$ cat src/logic/pbcs_pkg.sv
// Purpose: Constants for the basic control and status management registers
// Assumes: Clause-22 style serial management frames, 50 MHz system clock
// Notes:   Every offset, reset value and count lives here, with control and status field positions; frame field slices are literals in pbcs_regs
package pbcs_pkg;

    // ****************************************************************
    // Register offsets and whole-word reset values
    // ****************************************************************
    localparam logic [4:0]  REG_CONTROL    = 5'h00;
    localparam logic [4:0]  REG_STATUS     = 5'h01;
    localparam logic [15:0] CONTROL_RESET  = 16'h0140;
    localparam logic [15:0] STATUS_RESET   = 16'h0141;

    // ****************************************************************
    // Control field positions
    // ****************************************************************
    localparam int SOFT_RESET_BIT = 15;
    localparam int LOOPBACK_BIT   = 14;
    localparam int SPEED_LSB_BIT  = 13;
    localparam int POWER_DOWN_BIT = 11;
    localparam int ISOLATE_BIT    = 10;
    localparam int DUPLEX_BIT     = 8;
    localparam int SPEED_MSB_BIT  = 6;
    // Bits that never change, whatever software writes
    localparam logic [15:0] CONTROL_FIXED_MASK = 16'h2140;

    // ****************************************************************
    // Status field positions
    // ****************************************************************
    localparam logic [15:0] STATUS_LEGACY_MASK = 16'hFE00;
    localparam int          EXT_STATUS_BIT     = 8;
    localparam int          PREAMBLE_SUPP_BIT  = 6;

    // ****************************************************************
    // Management frame layout
    // ****************************************************************
    localparam logic [1:0] OP_READ   = 2'h2;
    localparam logic [1:0] OP_WRITE  = 2'h1;
    localparam logic [4:0] HDR_LAST  = 5'h0B;
    localparam logic [4:0] DATA_LAST = 5'h0F;

    // ****************************************************************
    // Soft reset hold time
    // ****************************************************************
    localparam int CLK_PERIOD_NS     = 20;
    localparam int SOFT_RESET_NS     = 1000;
    localparam int SOFT_RESET_CYCLES =
        (SOFT_RESET_NS + CLK_PERIOD_NS - 1) / CLK_PERIOD_NS;
    localparam logic [5:0] SOFT_RESET_COUNT = 6'(SOFT_RESET_CYCLES);

    // Frame receiver states
    typedef enum logic [2:0] {
        PBCS_IDLE,
        PBCS_START,
        PBCS_HEADER,
        PBCS_TURN,
        PBCS_DATA
    } pbcs_state_t;

endpackage

$ cat src/logic/pbcs_regs.sv
// Purpose: Basic control and status registers behind the management pins
// Assumes: mdc_in and mdio_in are synchronous to sys_clk_in
// Notes:   Preamble is optional; idle ones before the start bits are skipped
`timescale 1ns/10ps

// Notes on behaviour
// - Writing control bit 15 resets digital logic and registers; reads zero idle.
// - Bit 11 powers down (register or pin); bit 10 isolates; both reset zero.
// - Status bit 8 always reads one: extended status present.
// - Status bit 6 always one; frames without preamble are accepted.
// - Status bits 15 to 9 legacy abilities always read zero.
// - Control resets to 0x140, status reads 0x141.
module pbcs_regs
    import pbcs_pkg::*;
(
    input  wire logic       sys_clk_in,
    input  wire logic       rstn_in,
    input  wire logic       mdc_in,
    input  wire logic       mdio_in,
    output logic            mdio_out,
    output logic            mdio_oe_out,
    input  wire logic [4:0] phy_addr_in,
    input  wire logic       power_down_pin_in,
    output logic            loopback_out,
    output logic            power_down_out,
    output logic            isolate_out,
    output logic            digital_reset_out
);

    // ****************************************************************
    // State
    // ****************************************************************
    pbcs_state_t state_reg;
    logic        mdc_prev_reg;
    logic [4:0]  bit_cnt_reg;
    logic [11:0] hdr_reg;
    logic [15:0] shift_reg;
    logic [5:0]  soft_cnt_reg;
    logic        loopback_reg;
    logic        power_down_reg;
    logic        isolate_reg;

    logic        mdc_rise_w;
    logic        addr_hit_w;
    logic        is_read_w;
    logic        rd_hit_w;
    logic        soft_active_w;
    logic        wr_fire_w;
    logic [15:0] wdata_w;
    logic [15:0] ctrl_word_w;

    // Read value for a register offset
    function automatic logic [15:0] read_word(input logic [4:0] addr,
                                              input logic [15:0] ctrl);
        logic [15:0] val;
        val = 16'h0000;
        if (addr == REG_CONTROL) begin
            val = ctrl;
        end else if (addr == REG_STATUS) begin
            val = STATUS_RESET;
        end
        return val;
    endfunction

    // ****************************************************************
    // Decode
    // ****************************************************************
    // Frame fields and strobes
    assign mdc_rise_w    = mdc_in & ~mdc_prev_reg;
    assign addr_hit_w    = (hdr_reg[9:5] == phy_addr_in);
    assign is_read_w     = (hdr_reg[11:10] == OP_READ);
    assign rd_hit_w      = addr_hit_w & is_read_w;
    assign soft_active_w = (soft_cnt_reg != 6'h00);
    assign wdata_w       = {shift_reg[14:0], mdio_in};
    assign wr_fire_w     = mdc_rise_w && (state_reg == PBCS_DATA)
                           && (bit_cnt_reg == DATA_LAST) && addr_hit_w
                           && (hdr_reg[11:10] == OP_WRITE)
                           && (hdr_reg[4:0] == REG_CONTROL);
    // default word, speed and duplex fixed
    assign ctrl_word_w   = CONTROL_RESET | {soft_active_w, loopback_reg,
                           2'h0, power_down_reg, isolate_reg, 10'h000};

    // ****************************************************************
    // Management frame receiver
    // ****************************************************************
    // Edge detect of the management clock
    always_ff @(posedge sys_clk_in or negedge rstn_in) begin
        if (!rstn_in) begin
            mdc_prev_reg <= 1'b0;
        end else begin
            mdc_prev_reg <= mdc_in;
        end
    end

    // Frame sequencing, shifting and pin drive
    always_ff @(posedge sys_clk_in or negedge rstn_in) begin
        if (!rstn_in) begin
            state_reg   <= PBCS_IDLE;
            bit_cnt_reg <= 5'h00;
            hdr_reg     <= 12'h000;
            shift_reg   <= 16'h0000;
            mdio_out    <= 1'b0;
            mdio_oe_out <= 1'b0;
        end else if (mdc_rise_w) begin
            unique case (state_reg)
                PBCS_IDLE: begin
                    // a zero with or without preamble opens a frame
                    if (!mdio_in) begin
                        state_reg <= PBCS_START;
                    end
                end
                PBCS_START: begin
                    state_reg   <= mdio_in ? PBCS_HEADER : PBCS_IDLE;
                    bit_cnt_reg <= 5'h00;
                end
                PBCS_HEADER: begin
                    hdr_reg     <= {hdr_reg[10:0], mdio_in};
                    bit_cnt_reg <= bit_cnt_reg + 5'h01;
                    if (bit_cnt_reg == HDR_LAST) begin
                        state_reg   <= PBCS_TURN;
                        bit_cnt_reg <= 5'h00;
                    end
                end
                PBCS_TURN: begin
                    if (bit_cnt_reg == 5'h00) begin
                        bit_cnt_reg <= 5'h01;
                        shift_reg   <= read_word(hdr_reg[4:0], ctrl_word_w);
                        mdio_oe_out <= rd_hit_w;
                        mdio_out    <= 1'b0;
                    end else begin
                        state_reg   <= PBCS_DATA;
                        bit_cnt_reg <= 5'h00;
                        if (rd_hit_w) begin
                            mdio_out  <= shift_reg[15];
                            shift_reg <= {shift_reg[14:0], 1'b0};
                        end
                    end
                end
                PBCS_DATA: begin
                    bit_cnt_reg <= bit_cnt_reg + 5'h01;
                    if (rd_hit_w) begin
                        mdio_out  <= shift_reg[15];
                        shift_reg <= {shift_reg[14:0], 1'b0};
                    end else begin
                        shift_reg <= wdata_w;
                    end
                    if (bit_cnt_reg == DATA_LAST) begin
                        state_reg   <= PBCS_IDLE;
                        mdio_oe_out <= 1'b0;
                        mdio_out    <= 1'b0;
                    end
                end
            endcase
        end
    end

    // ****************************************************************
    // Control register
    // ****************************************************************
    // soft reset clears fields and holds for a fixed time
    always_ff @(posedge sys_clk_in or negedge rstn_in) begin
        if (!rstn_in) begin
            soft_cnt_reg   <= 6'h00;
            loopback_reg   <= 1'b0;
            power_down_reg <= 1'b0;
            isolate_reg    <= 1'b0;
        end else if (wr_fire_w && wdata_w[SOFT_RESET_BIT]) begin
            soft_cnt_reg   <= SOFT_RESET_COUNT;
            loopback_reg   <= 1'b0;
            power_down_reg <= 1'b0;
            isolate_reg    <= 1'b0;
        end else if (soft_active_w) begin
            soft_cnt_reg   <= soft_cnt_reg - 6'h01;
        end else if (wr_fire_w) begin
            loopback_reg   <= wdata_w[LOOPBACK_BIT];
            power_down_reg <= wdata_w[POWER_DOWN_BIT];
            isolate_reg    <= wdata_w[ISOLATE_BIT];
        end
    end

    // registered mode outputs, power down also from the pin
    always_ff @(posedge sys_clk_in or negedge rstn_in) begin
        if (!rstn_in) begin
            loopback_out      <= 1'b0;
            power_down_out    <= 1'b0;
            isolate_out       <= 1'b0;
            digital_reset_out <= 1'b0;
        end else begin
            loopback_out      <= loopback_reg;
            power_down_out    <= power_down_reg | power_down_pin_in;
            isolate_out       <= isolate_reg;
            digital_reset_out <= soft_active_w;
        end
    end

    // Cycles between the first and the last high sample of the hold
    localparam int SR_MID = SOFT_RESET_CYCLES - 1;
endmodule

$ cat config.mk
export PLATFORM = sky130hd
export DESIGN_NAME = pbcs_regs
export DESIGN_NICKNAME = d
export VERILOG_FILES = /design/src/logic/pbcs_pkg.sv /design/src/logic/pbcs_regs.sv
export SDC_FILE = /design/constraint.sdc
export NUM_CORES = 1
export LEC_CHECK = 0
export BUFFER_PORTS_ARGS = -buffer_cell sky130_fd_sc_hd__buf_2
export CORE_ASPECT_RATIO = 0.75
export CORE_MARGIN = 1.5
export CORE_UTILIZATION = 60
export DETAILED_ROUTE_END_ITERATION = 16
export GPL_TIMING_DRIVEN = 1
export HOLD_SLACK_MARGIN = 0.02
export PLACE_DENSITY = 0.84
export SLEW_MARGIN = 10
export SYNTH_ARGS = -nofsm -noshare
export SYNTH_HDL_FRONTEND = slang
export SYNTH_SLANG_ARGS = --single-unit
$ cat constraint.sdc
create_clock -name sys_clk_in -period 2.38 [get_ports sys_clk_in]
set_clock_uncertainty 0.2 [all_clocks]
set_input_delay 0.476 -clock sys_clk_in [delete_from_list [all_inputs] [get_ports sys_clk_in]]
set_output_delay 0.476 -clock sys_clk_in [all_outputs]
set_load 0.01 [all_outputs]
==> results.cfg, run 1 <==
[cts]
clkTransAtPathRegs_ns = 0.09
cts_buffers = 5
clkSinkCount = 52
root_buffer = clkbuf_8
clockBufferDepth = 2
clk-insertion-delay-late_ns = 0.31
cts.htree.levels = 2
cts_tree = built

[logic_synthesis]
synth_top_cells_by_count = 52 x dfrtp_1, 29 x nand2_1, 15 x mux2_2, 15 x o21ai_0, 14 x nand3_1
synth_area_leaders = dfrtp_1 51%, mux2_2 6.6%, nand2_1 4.2%
syn_inst = 243
postSynth.asyncResetShare_pct = 100
synth_edf_count = 0
synth.cell_area_sq_um = 2570
synth_most_common_cell = dfrtp_1
synth.avg_cell_area_sq_um = 10.6
synth_top_area_cell = dfrtp_1
ys_warn_count = 0
syn-num-nets = 258
synth_top_area_share_pct = 50.6
synth-seq-cells = 52
synth-seq-area-share_pct = 50.6
synth_ff_type = dfrtp_1
yosysUniqueCellTypes = 52

[hold_path]
hp-start = mdc_in
hp-class = input port to flop

[timing]
period_share_pct = 96.1
hold_viol_final = 0
setup_tns_ns = 0
period_needed_ns = 2.29
max_slew_margin_pct = 61.6
setup_viol = 0
fmax_mhz = 437
maxSlewViolCount = 0
tightest_slew_ns = 0.576

[die]
coreArea_sq_um = 4080
die_x_microns = 78.6
row_count = 20
die-area_sq_um = 4690
ios = 16
die_h_microns = 59.7
start_util_pct = 63.1

[place]
port_buffers = 15
dp_hpwl_microns = 3460
place_congestion = 0.918

[power_and_ir_drop]
powerDensity_nw_per_um2 = 1000
leakagePower_nw = 1.35
max-vdd-ir-drop_mv = 0.631

[cells_and_area]
area_delta_synth_final_pct = 13.6
fillers = 297
drive_above_1_share_pct = 24.0
largest_reg_flops = 16
final_core_util_pct = 71.6
insertedDiodeCount = 0
nets = 286

[global_route]
grt_max_degree = 28
grtUsageMet1_pct = 34.1
grt_pass1_vias = 1799
grtUsageTotal_pct = 24.3
grt_use_met3_pct = 6.41
grt_overflow = 0
gr-max-usage-layer = met2
grtUsageMet2_pct = 36.1
grt_pass1_wl_microns = 8450
antenna_found_initial = 0

[setup_path]
worst-setup-path-type = flop to flop
cp-start-kind = flop
r2r_start = bit_cnt_reg[0]$_DFFE_PN0P_
critPathRequiredTime_ns = 2.39
cp-startpoint = bit_cnt_reg[0]$_DFFE_PN0P_
end_kind = flop
crit_path_max_fanout = 6
arrival_ns = 2.30

[routing]
drtIter0Drc = 98
drc = 0
routed_via_density = 5.71
num_vias = 1861
wl_microns = 4920
antenna_left = 0
drtPass1Iterations = 4
wl_per_cell_microns = 15.1

[run_status]
status = completed

[run]
drv_cap = 0
-- critical path: stages (launching register included) --
cell,delay [ns]
dfrtp_2,0.44
ha_4,0.17
and3_1,0.14
ha_1,0.21
nand4bb_4,0.14
nor4_4,0.34
o2111ai_2,0.22
nand2_1,0.11
a21bo_1,0.19
-- cells by family after synthesis --
family | share of synthesized area, %
and+or+nand+nor | 18.0
AOI/OAI and AO/OA | 14.7
DFF | 50.6
buffers and inverters | 3.45
muxes | 8.12
xor gates and xnor gates | 2.72
adders and majority gates | 2.43
-- where the power goes --
part / total (mW) / switching [mW] / internal (mW) / leakage, nW
logic: 1.08 / 0.589 / 0.489 / 0.622
registers: 1.31 / 0.201 / 1.11 / 0.681
clock network: 0.540 / 0.281 / 0.259 / 0.0503
-- routing by layer --
layer,vias up,share of wire [%]
met2,50,45
met1,884,48
met5,-,0
li1,918,-
met4,0,2.0
met3,9,5.0
-- cells in the final DEF, fill, tap and decap left out, types with 3 or more instances in the layout --
cell type / Yosys / final
inv_1: 11 / 11
xor2_1: 3 / 3
mux2i_1: 4 / 4
nand3_1: 14 / 14
buf_2: 5 / 15
o2bb2ai_1: 9 / 9
a21oi_1: 7 / 7
o21ai_0: 15 / 15
a31oi_1: 3 / 3
a21bo_1: 3 / 3
nor2b_1: 4 / 4
xnor2_1: 5 / 5
clkbuf_8: 0 / 7
nor2_1: 11 / 11
dfrtp_1: 52 / 50
ha_1: 5 / 4
buf_4: 1 / 15
mux2_2: 15 / 15
nand2_1: 29 / 29
nor3_1: 4 / 4
-- per-stage QoR --
stage	setup slack, ns	power, mW	instance area, sq um	cells	hold WS, ns
floorplan	0.281	2.02	2570	243	-0.0196
global placement	0.113	2.31	2770	317	0.199
detailed placement	0.0410	2.36	2770	317	0.198
CTS	0.0352	2.90	2880	325	0.0949
global route	-0.00439	3.14	2920	326	0.0945
finish	0.0918	2.93	2920	326	0.103
-- area by class of cell --
| cell class | count | area, sq um | area share [%] |
|---|---|---|---|
| clock buffers | 7 | 96.3 | 3.30 |
| inverters | 11 | 41.3 | 1.41 |
| flip-flops and latches | 52 | 1300 | 44.6 |
| well taps | 55 | 68.8 | 2.36 |
| multi-input cells | 170 | 1210 | 41.5 |
| repair buffers | 31 | 198 | 6.77 |
-- final timing paths --
path / endpoint / slack, ns / cells past startpoint
worst min-delay path: mdc_prev_reg$_DFF_PN0_ / 0.10 / 1
min in group asynchronous: shift_reg[14]$_DFFE_PN0P_ / 0.49 / 2
worst max-delay path: power_down_reg$_DFFE_PN0P_ / 0.09 / 8
max in group asynchronous: bit_cnt_reg[0]$_DFFE_PN0P_ / 0.88 / 3
worst min register to register: isolate_out$_DFF_PN0_ / 0.22 / 0
worst max register to register: power_down_reg$_DFFE_PN0P_ / 0.09 / 8
-- what timing repair did --
action,CTS,global route
hold buffers,1,0
gates resized for setup,0,6
buffers inserted,0,1
setup endpoints to repair,0,8
endpoints found under the hold margin,25,0
Power figures use the tool's default switching activity.
==> run 2, diff against run 1 <==
--- a/config.mk
+++ b/config.mk
@@ -8,11 +8,11 @@
 export BUFFER_PORTS_ARGS = -buffer_cell sky130_fd_sc_hd__buf_2
 export CORE_ASPECT_RATIO = 0.75
 export CORE_MARGIN = 1.5
-export CORE_UTILIZATION = 60
+export CORE_UTILIZATION = 40
 export DETAILED_ROUTE_END_ITERATION = 16
 export GPL_TIMING_DRIVEN = 1
 export HOLD_SLACK_MARGIN = 0.02
-export PLACE_DENSITY = 0.84
+export PLACE_DENSITY = 0.61
 export SLEW_MARGIN = 10
 export SYNTH_ARGS = -nofsm -noshare
 export SYNTH_HDL_FRONTEND = slang
==> constraint.sdc (replaced) <==
create_clock -name sys_clk_in -period 2.38 [get_ports sys_clk_in]
set_clock_uncertainty 0.2 [all_clocks]
set_input_delay 0.476 -clock sys_clk_in [delete_from_list [all_inputs] [get_ports sys_clk_in]]
set_output_delay 0.476 -clock sys_clk_in [all_outputs]
set_load 0.1 [all_outputs]
==> run 2 against run 1 <==
Net effect: sequential power hardly changed; power is 0.26% lower; wire length is 2.1% higher; critical path type unchanged; highest routed layer unchanged.
==> results.cfg, run 2 (same netlist as run 1, synthesis figures left out) <==
[setup_path]
cp-start-kind = flop
r2r_start = bit_cnt_reg[0]$_DFFE_PN0P_
slowest_stage = or4b_2
worst_r2r_endpoint = shift_reg[11]$_DFFE_PN0P_
worstSetupEndpoint = shift_reg[11]$_DFFE_PN0P_
cp.depth = 6
end_kind = flop
critPathRequiredTime_ns = 2.39
crit_path_max_fanout = 16
arrival_ns = 2.26
path_buf_inv = 1
critPathTopFamily = simple AND/OR/NAND/NOR gates
cp-startpoint = bit_cnt_reg[0]$_DFFE_PN0P_
reg2reg_slack_ns = 0.13
worst-setup-path-type = flop to flop
r2r_cells = 6
slowest_delay_ns = 0.62
path_cells = inv_1 > ha_1 > or4b_2 > nand3_2 > o21ai_4 > mux2_2

[cells_and_area]
largest_reg_flops = 16
drive_above_1_share_pct = 25.4
insertedDiodeCount = 0
final_common_cell = dfrtp_1
final_core_util_pct = 47.2
area_delta_synth_final_pct = 14.8
nets = 286
stdcell_area_sq_um = 2950
final_cell_mix = 50 x dfrtp_1, 28 x nand2_1, 16 x buf_4
fillers = 597

[die]
start_util_pct = 41.1
row_count = 25
ios = 16
die-area_sq_um = 6930
die_h_microns = 72.5
die_x_microns = 95.6
coreArea_sq_um = 6260

[cts]
clockBufferDepth = 2
cts.htree.levels = 2
cts_tree = built
cts_buffers = 5
clkTransAtPathRegs_ns = 0.11
root_buffer = clkbuf_8
clkSinkCount = 52
clk-insertion-delay-late_ns = 0.31

[global_route]
grt_overflow = 0
grt_pass1_wl_microns = 8550
grt_pass1_vias = 1734
grtUsageTotal_pct = 16.1
gr-max-usage-layer = met1
antenna_found_initial = 0
grtUsageMet2_pct = 21.1
grt_use_met3_pct = 3.77
grt_max_degree = 53
grtUsageMet1_pct = 25.7

[run]
drv_cap = 0

[place]
placed_cell_area_sq_um = 2790
port_buffers = 15
place_congestion = 0.824
dp_hpwl_microns = 3430

[timing]
setup_viol = 0
rsz0062_at_grt = no
holdWs_ns = 0.0685
period_needed_ns = 2.25
period_share_pct = 94.6
maxSlewViolCount = 0
tightest_slew_ns = 0.660
max_slew_margin_pct = 56.0
fmax_mhz = 444
setup_tns_ns = 0
hold_viol_final = 0

[power_and_ir_drop]
power.internal_mw = 1.82
p_total_mw = 2.92
combPwrFrac_pct = 37.6
p_seq_share_pct = 44.4
p_sw_mw = 1.10
p_clk_share_pct = 17.9
leakagePower_nw = 1.35
switching_share_pct = 37.6
max-vdd-ir-drop_mv = 0.517
powerDensity_nw_per_um2 = 990

[routing]
antenna_left = 0
wl_per_cell_microns = 14.2
drtIter0Drc = 83
routed_via_density = 5.12
wl_microns = 5020
num_vias = 1806
drtPass1Iterations = 7
drc = 0

[hold_path]
hp-class = input port to async pin

[run_status]
status = completed
## run 2: cell types whose count changed in the layout (fill, tap and decap cells not counted)
cell           before  now
nand2_1            29   28
dlygate4sd3_1       1    0
nand2_2             0    1
ha_1                4    3
buf_4              15   16
clkbuf_8            7    5
inv_6               0    2
a21boi_1            0    1
clkinvlp_4          0    1
ha_2                0    1
a21boi_0            2    1
## run 2: cell type report
| cell class | count | area [sq um] | area share (%) |
|---|---|---|---|
| Clock buffer | 5 | 68.8 | 2.33 |
| Multi-Input combinational cell | 170 | 1220 | 41.3 |
| Sequential cell | 52 | 1300 | 44.1 |
| Timing Repair Buffer | 31 | 195 | 6.61 |
| Inverter | 11 | 41.3 | 1.40 |
| Clock inverter | 3 | 25.0 | 0.847 |
| Tap cell | 81 | 101 | 3.43 |
## run 2: stage by stage
| stage | cells | setup slack (ns) |
|---|---|---|
| 2_1_floorplan | 243 | 0.281 |
| 3_3_place_gp | 341 | -0.0347 |
| 3_5_place_dp | 341 | -0.0429 |
| 4_1_cts | 349 | 0.0143 |
| 5_1_grt | 353 | 0.000105 |
| 6_report | 353 | 0.129 |
## run 2: worst min path at each step
stage,start,slack (ns),cells past startpoint,end
after global placement,isolate_reg$_DFFE_PN0P_,0.20,0,isolate_out$_DFF_PN0_
after detailed placement,loopback_reg$_DFFE_PN0P_,0.21,0,loopback_out$_DFF_PN0_
after CTS,rstn_in,0.09,2,shift_reg[12]$_DFFE_PN0P_
final,rstn_in,0.07,2,shift_reg[15]$_DFFE_PN0P_
after global routing,mdc_in,0.12,1,mdc_prev_reg$_DFF_PN0_
after floorplan,rstn_in,-0.02,0,bit_cnt_reg[0]$_DFFE_PN0P_
## run 2: power by group through the flow
stage	registers [mW]	clock network, mW	logic (mW)
floorplan	1.26	0	0.762
global placement	1.31	0	1.02
detailed placement	1.30	0	1.04
CTS	1.29	0.546	1.04
global route	1.34	0.581	1.24
finish	1.30	0.525	1.10
## run 2: repair_timing
action | in CTS | in global routing
endpoints found under the hold margin | 0 | 0
gates resized for setup | 0 | 9
endpoints found under the setup margin | 0 | 13
hold buffers | 0 | 0
buffers inserted | 0 | 4
## run 2: per-layer routing
metal / vias up / wire (microns) / share of wire [%]
met2: 27 / 2010 / 40
met1: 856 / 2780 / 55
li1: 921 / - / -
met5: - / 0 / 0
met4: 0 / 40 / 0.80
met3: 2 / 190 / 3.8
==> run 3, diff against run 2 <==
--- a/config.mk
+++ b/config.mk
@@ -12,7 +12,7 @@
 export DETAILED_ROUTE_END_ITERATION = 16
 export GPL_TIMING_DRIVEN = 1
 export HOLD_SLACK_MARGIN = 0.02
-export PLACE_DENSITY = 0.61
+export PLACE_DENSITY = 0.64
 export SLEW_MARGIN = 10
 export SYNTH_ARGS = -nofsm -noshare
 export SYNTH_HDL_FRONTEND = slang
==> constraint.sdc (replaced) <==
create_clock -name sys_clk_in -period 2.5 [get_ports sys_clk_in]
set_clock_uncertainty 0.2 [all_clocks]
set_input_delay 0.5 -clock sys_clk_in [delete_from_list [all_inputs] [get_ports sys_clk_in]]
set_output_delay 0.5 -clock sys_clk_in [all_outputs]
set_load 0.1 [all_outputs]
==> run 3 against run 2 <==
Net effect: clock-buffer cell count is 1 higher; clock power is 17% higher; setup slack better by 0.0036 ns; via count is 3.0% higher; non-clock buffer count is 4 lower; fmax is 4.9% lower; first-iteration DRC count is 41% higher; sequential power is 4% lower; global-route usage is 0.29 points lower; critical path type unchanged; largest power group unchanged; highest routed layer unchanged.
==> results.cfg, run 3 (same netlist as run 1, synthesis figures left out) <==
[global_route]
grtUsageTotal_pct = 15.8
grt_pass1_vias = 1644
antenna_found_initial = 0
grt_max_degree = 31
grt_overflow = 0
grt_pass1_wl_microns = 8340

[setup_path]
cp-start-kind = flop
worst-setup-path-type = flop to flop
path_buf_inv = 1
worst_r2r_endpoint = shift_reg[11]$_DFFE_PN0P_
reg2reg_slack_ns = 0.13
r2r_start = bit_cnt_reg[0]$_DFFE_PN0P_
arrival_ns = 2.36
end_kind = flop
worstSetupEndpoint = shift_reg[11]$_DFFE_PN0P_
crit_path_max_fanout = 16
critPathTopFamily = compound AO/OA/AOI/OAI gates
cp-startpoint = bit_cnt_reg[0]$_DFFE_PN0P_
path_cells = inv_1 > ha_1 > or4b_2 > nand3_2 > o21ai_2 > mux2_2
cp.depth = 6
slowest_stage = o21ai_2
slowest_delay_ns = 0.62
critPathRequiredTime_ns = 2.49
r2r_cells = 6

[routing]
antenna_left = 0
routed_via_density = 5.33
drtIter0Drc = 117
num_vias = 1860
drc = 0
drtPass1Iterations = 4
wl_per_cell_microns = 14.1
wl_microns = 4940

[cts]
cts_tree = built
root_buffer = clkbuf_8
clkSinkCount = 52
clkTransAtPathRegs_ns = 0.09
clk-insertion-delay-late_ns = 0.30
cts.htree.levels = 2
cts_buffers = 5
clockBufferDepth = 2

[timing]
rsz0062_at_grt = no
hold_viol_final = 0
period_needed_ns = 2.37
setup_tns_ns = 0
max_slew_margin_pct = 48.3
setup_viol = 0
tightest_slew_ns = 0.775
worst_slack_ns = 0.133
period_share_pct = 94.7
maxSlewViolCount = 0
fmax_mhz = 422

[power_and_ir_drop]
powerDensity_nw_per_um2 = 964
leakagePower_nw = 1.35
max-vdd-ir-drop_mv = 0.403

[cells_and_area]
nets = 282
final_common_cell = dfrtp_1
largest_reg_flops = 16
insertedDiodeCount = 0
fillers = 600
drive_above_1_share_pct = 22.4
regArea_sq_um = 1300
multi_input_area_sq_um = 1180
area_delta_synth_final_pct = 13.9
final_cell_mix = 51 x dfrtp_1, 29 x nand2_1, 15 x o21ai_0, 15 x mux2_2, 15 x buf_2

[run_status]
status = completed

[hold_path]
whs_path_depth = 1
hp-class = input port to flop

[die]
die-area_sq_um = 6930
row_count = 25
ios = 16
die_h_microns = 72.5
coreArea_sq_um = 6260
die_x_microns = 95.6
start_util_pct = 41.1

[run]
drv_cap = 0

[place]
port_buffers = 15
place_congestion = 0.797
place_ws_ns = 0.0267
dp_hpwl_microns = 3600
==> run 3: cell types whose count changed in the layout (fill, tap and decap cells not counted), sizes merged <==
cell and delta:
buf -5, bufinv +1, inv -2, clkbuf +1
clkinvlp -1, clkinv +1, dlygate4sd3 +1
==> run 3: cell type report <==
type | instances | share of cell area [%]
sequential | 52 | 44.5
multi-input combinational | 170 | 40.4
timing repair buffer | 27 | 6.15
tap | 81 | 3.46
clock buffer | 6 | 2.82
inverter | 11 | 1.41
clock inverter | 2 | 1.32
==> run 3: worst register-to-register path, cell delays in order, from the launching register on <==
cell	delay (ns)
dfrtp_2	0.42
inv_1	0.07
ha_1	0.21
or4b_2	0.23
nand3_2	0.10
o21ai_2	0.62
mux2_2	0.42
==> run 3: power by group <==
group / leakage, nW / switching (mW) / internal (mW)
clock network: 0.0614 / 0.286 / 0.328
logic: 0.605 / 0.532 / 0.431
registers: 0.682 / 0.188 / 1.06
total: 1.35 / 1.01 / 1.82
==> run 3: worst min-delay path by stage <==
stage / start / to
floorplan: rstn_in / bit_cnt_reg[0]$_DFFE_PN0P_
detailed placement: loopback_reg$_DFFE_PN0P_ / loopback_out$_DFF_PN0_
finish: mdc_in / mdc_prev_reg$_DFF_PN0_
CTS: mdc_in / mdc_prev_reg$_DFF_PN0_
global route: mdc_in / mdc_prev_reg$_DFF_PN0_
global placement: loopback_reg$_DFFE_PN0P_ / loopback_out$_DFF_PN0_
==> run 3: routing by layer <==
metal / vias up / track usage (%) / part of all wire (%)
met4: 0 / 4.41 / 1.0
met3: 5 / 3.46 / 3.7
li1: 914 / - / -
met5: - / 0 / 0
met1: 913 / 25.3 / 53
met2: 28 / 21.0 / 42
==> run 3: through the flow <==
step	total power, mW	hold slack [ns]	utilization, %	std cells	cell area, sq um
4_1_cts	2.84	0.126	46.7	348	2920
6_report	2.82	0.134	46.8	349	2930
3_3_place_gp	2.20	0.199	44.6	339	2790
2_1_floorplan	1.93	0.00441	-	243	2570
3_5_place_dp	2.22	0.211	44.6	339	2790
5_1_grt	3.03	0.127	46.8	349	2930
==> run 3: repair_timing <==
| item | 4_1_cts | 5_1_grt |
|---|---|---|
| hold buffers | 1 | 0 |
| resized for setup | 0 | 1 |
| buffers inserted | 0 | 1 |
| setup endpoints to repair | 0 | 7 |
| endpoints found under the hold margin | 22 | 0 |
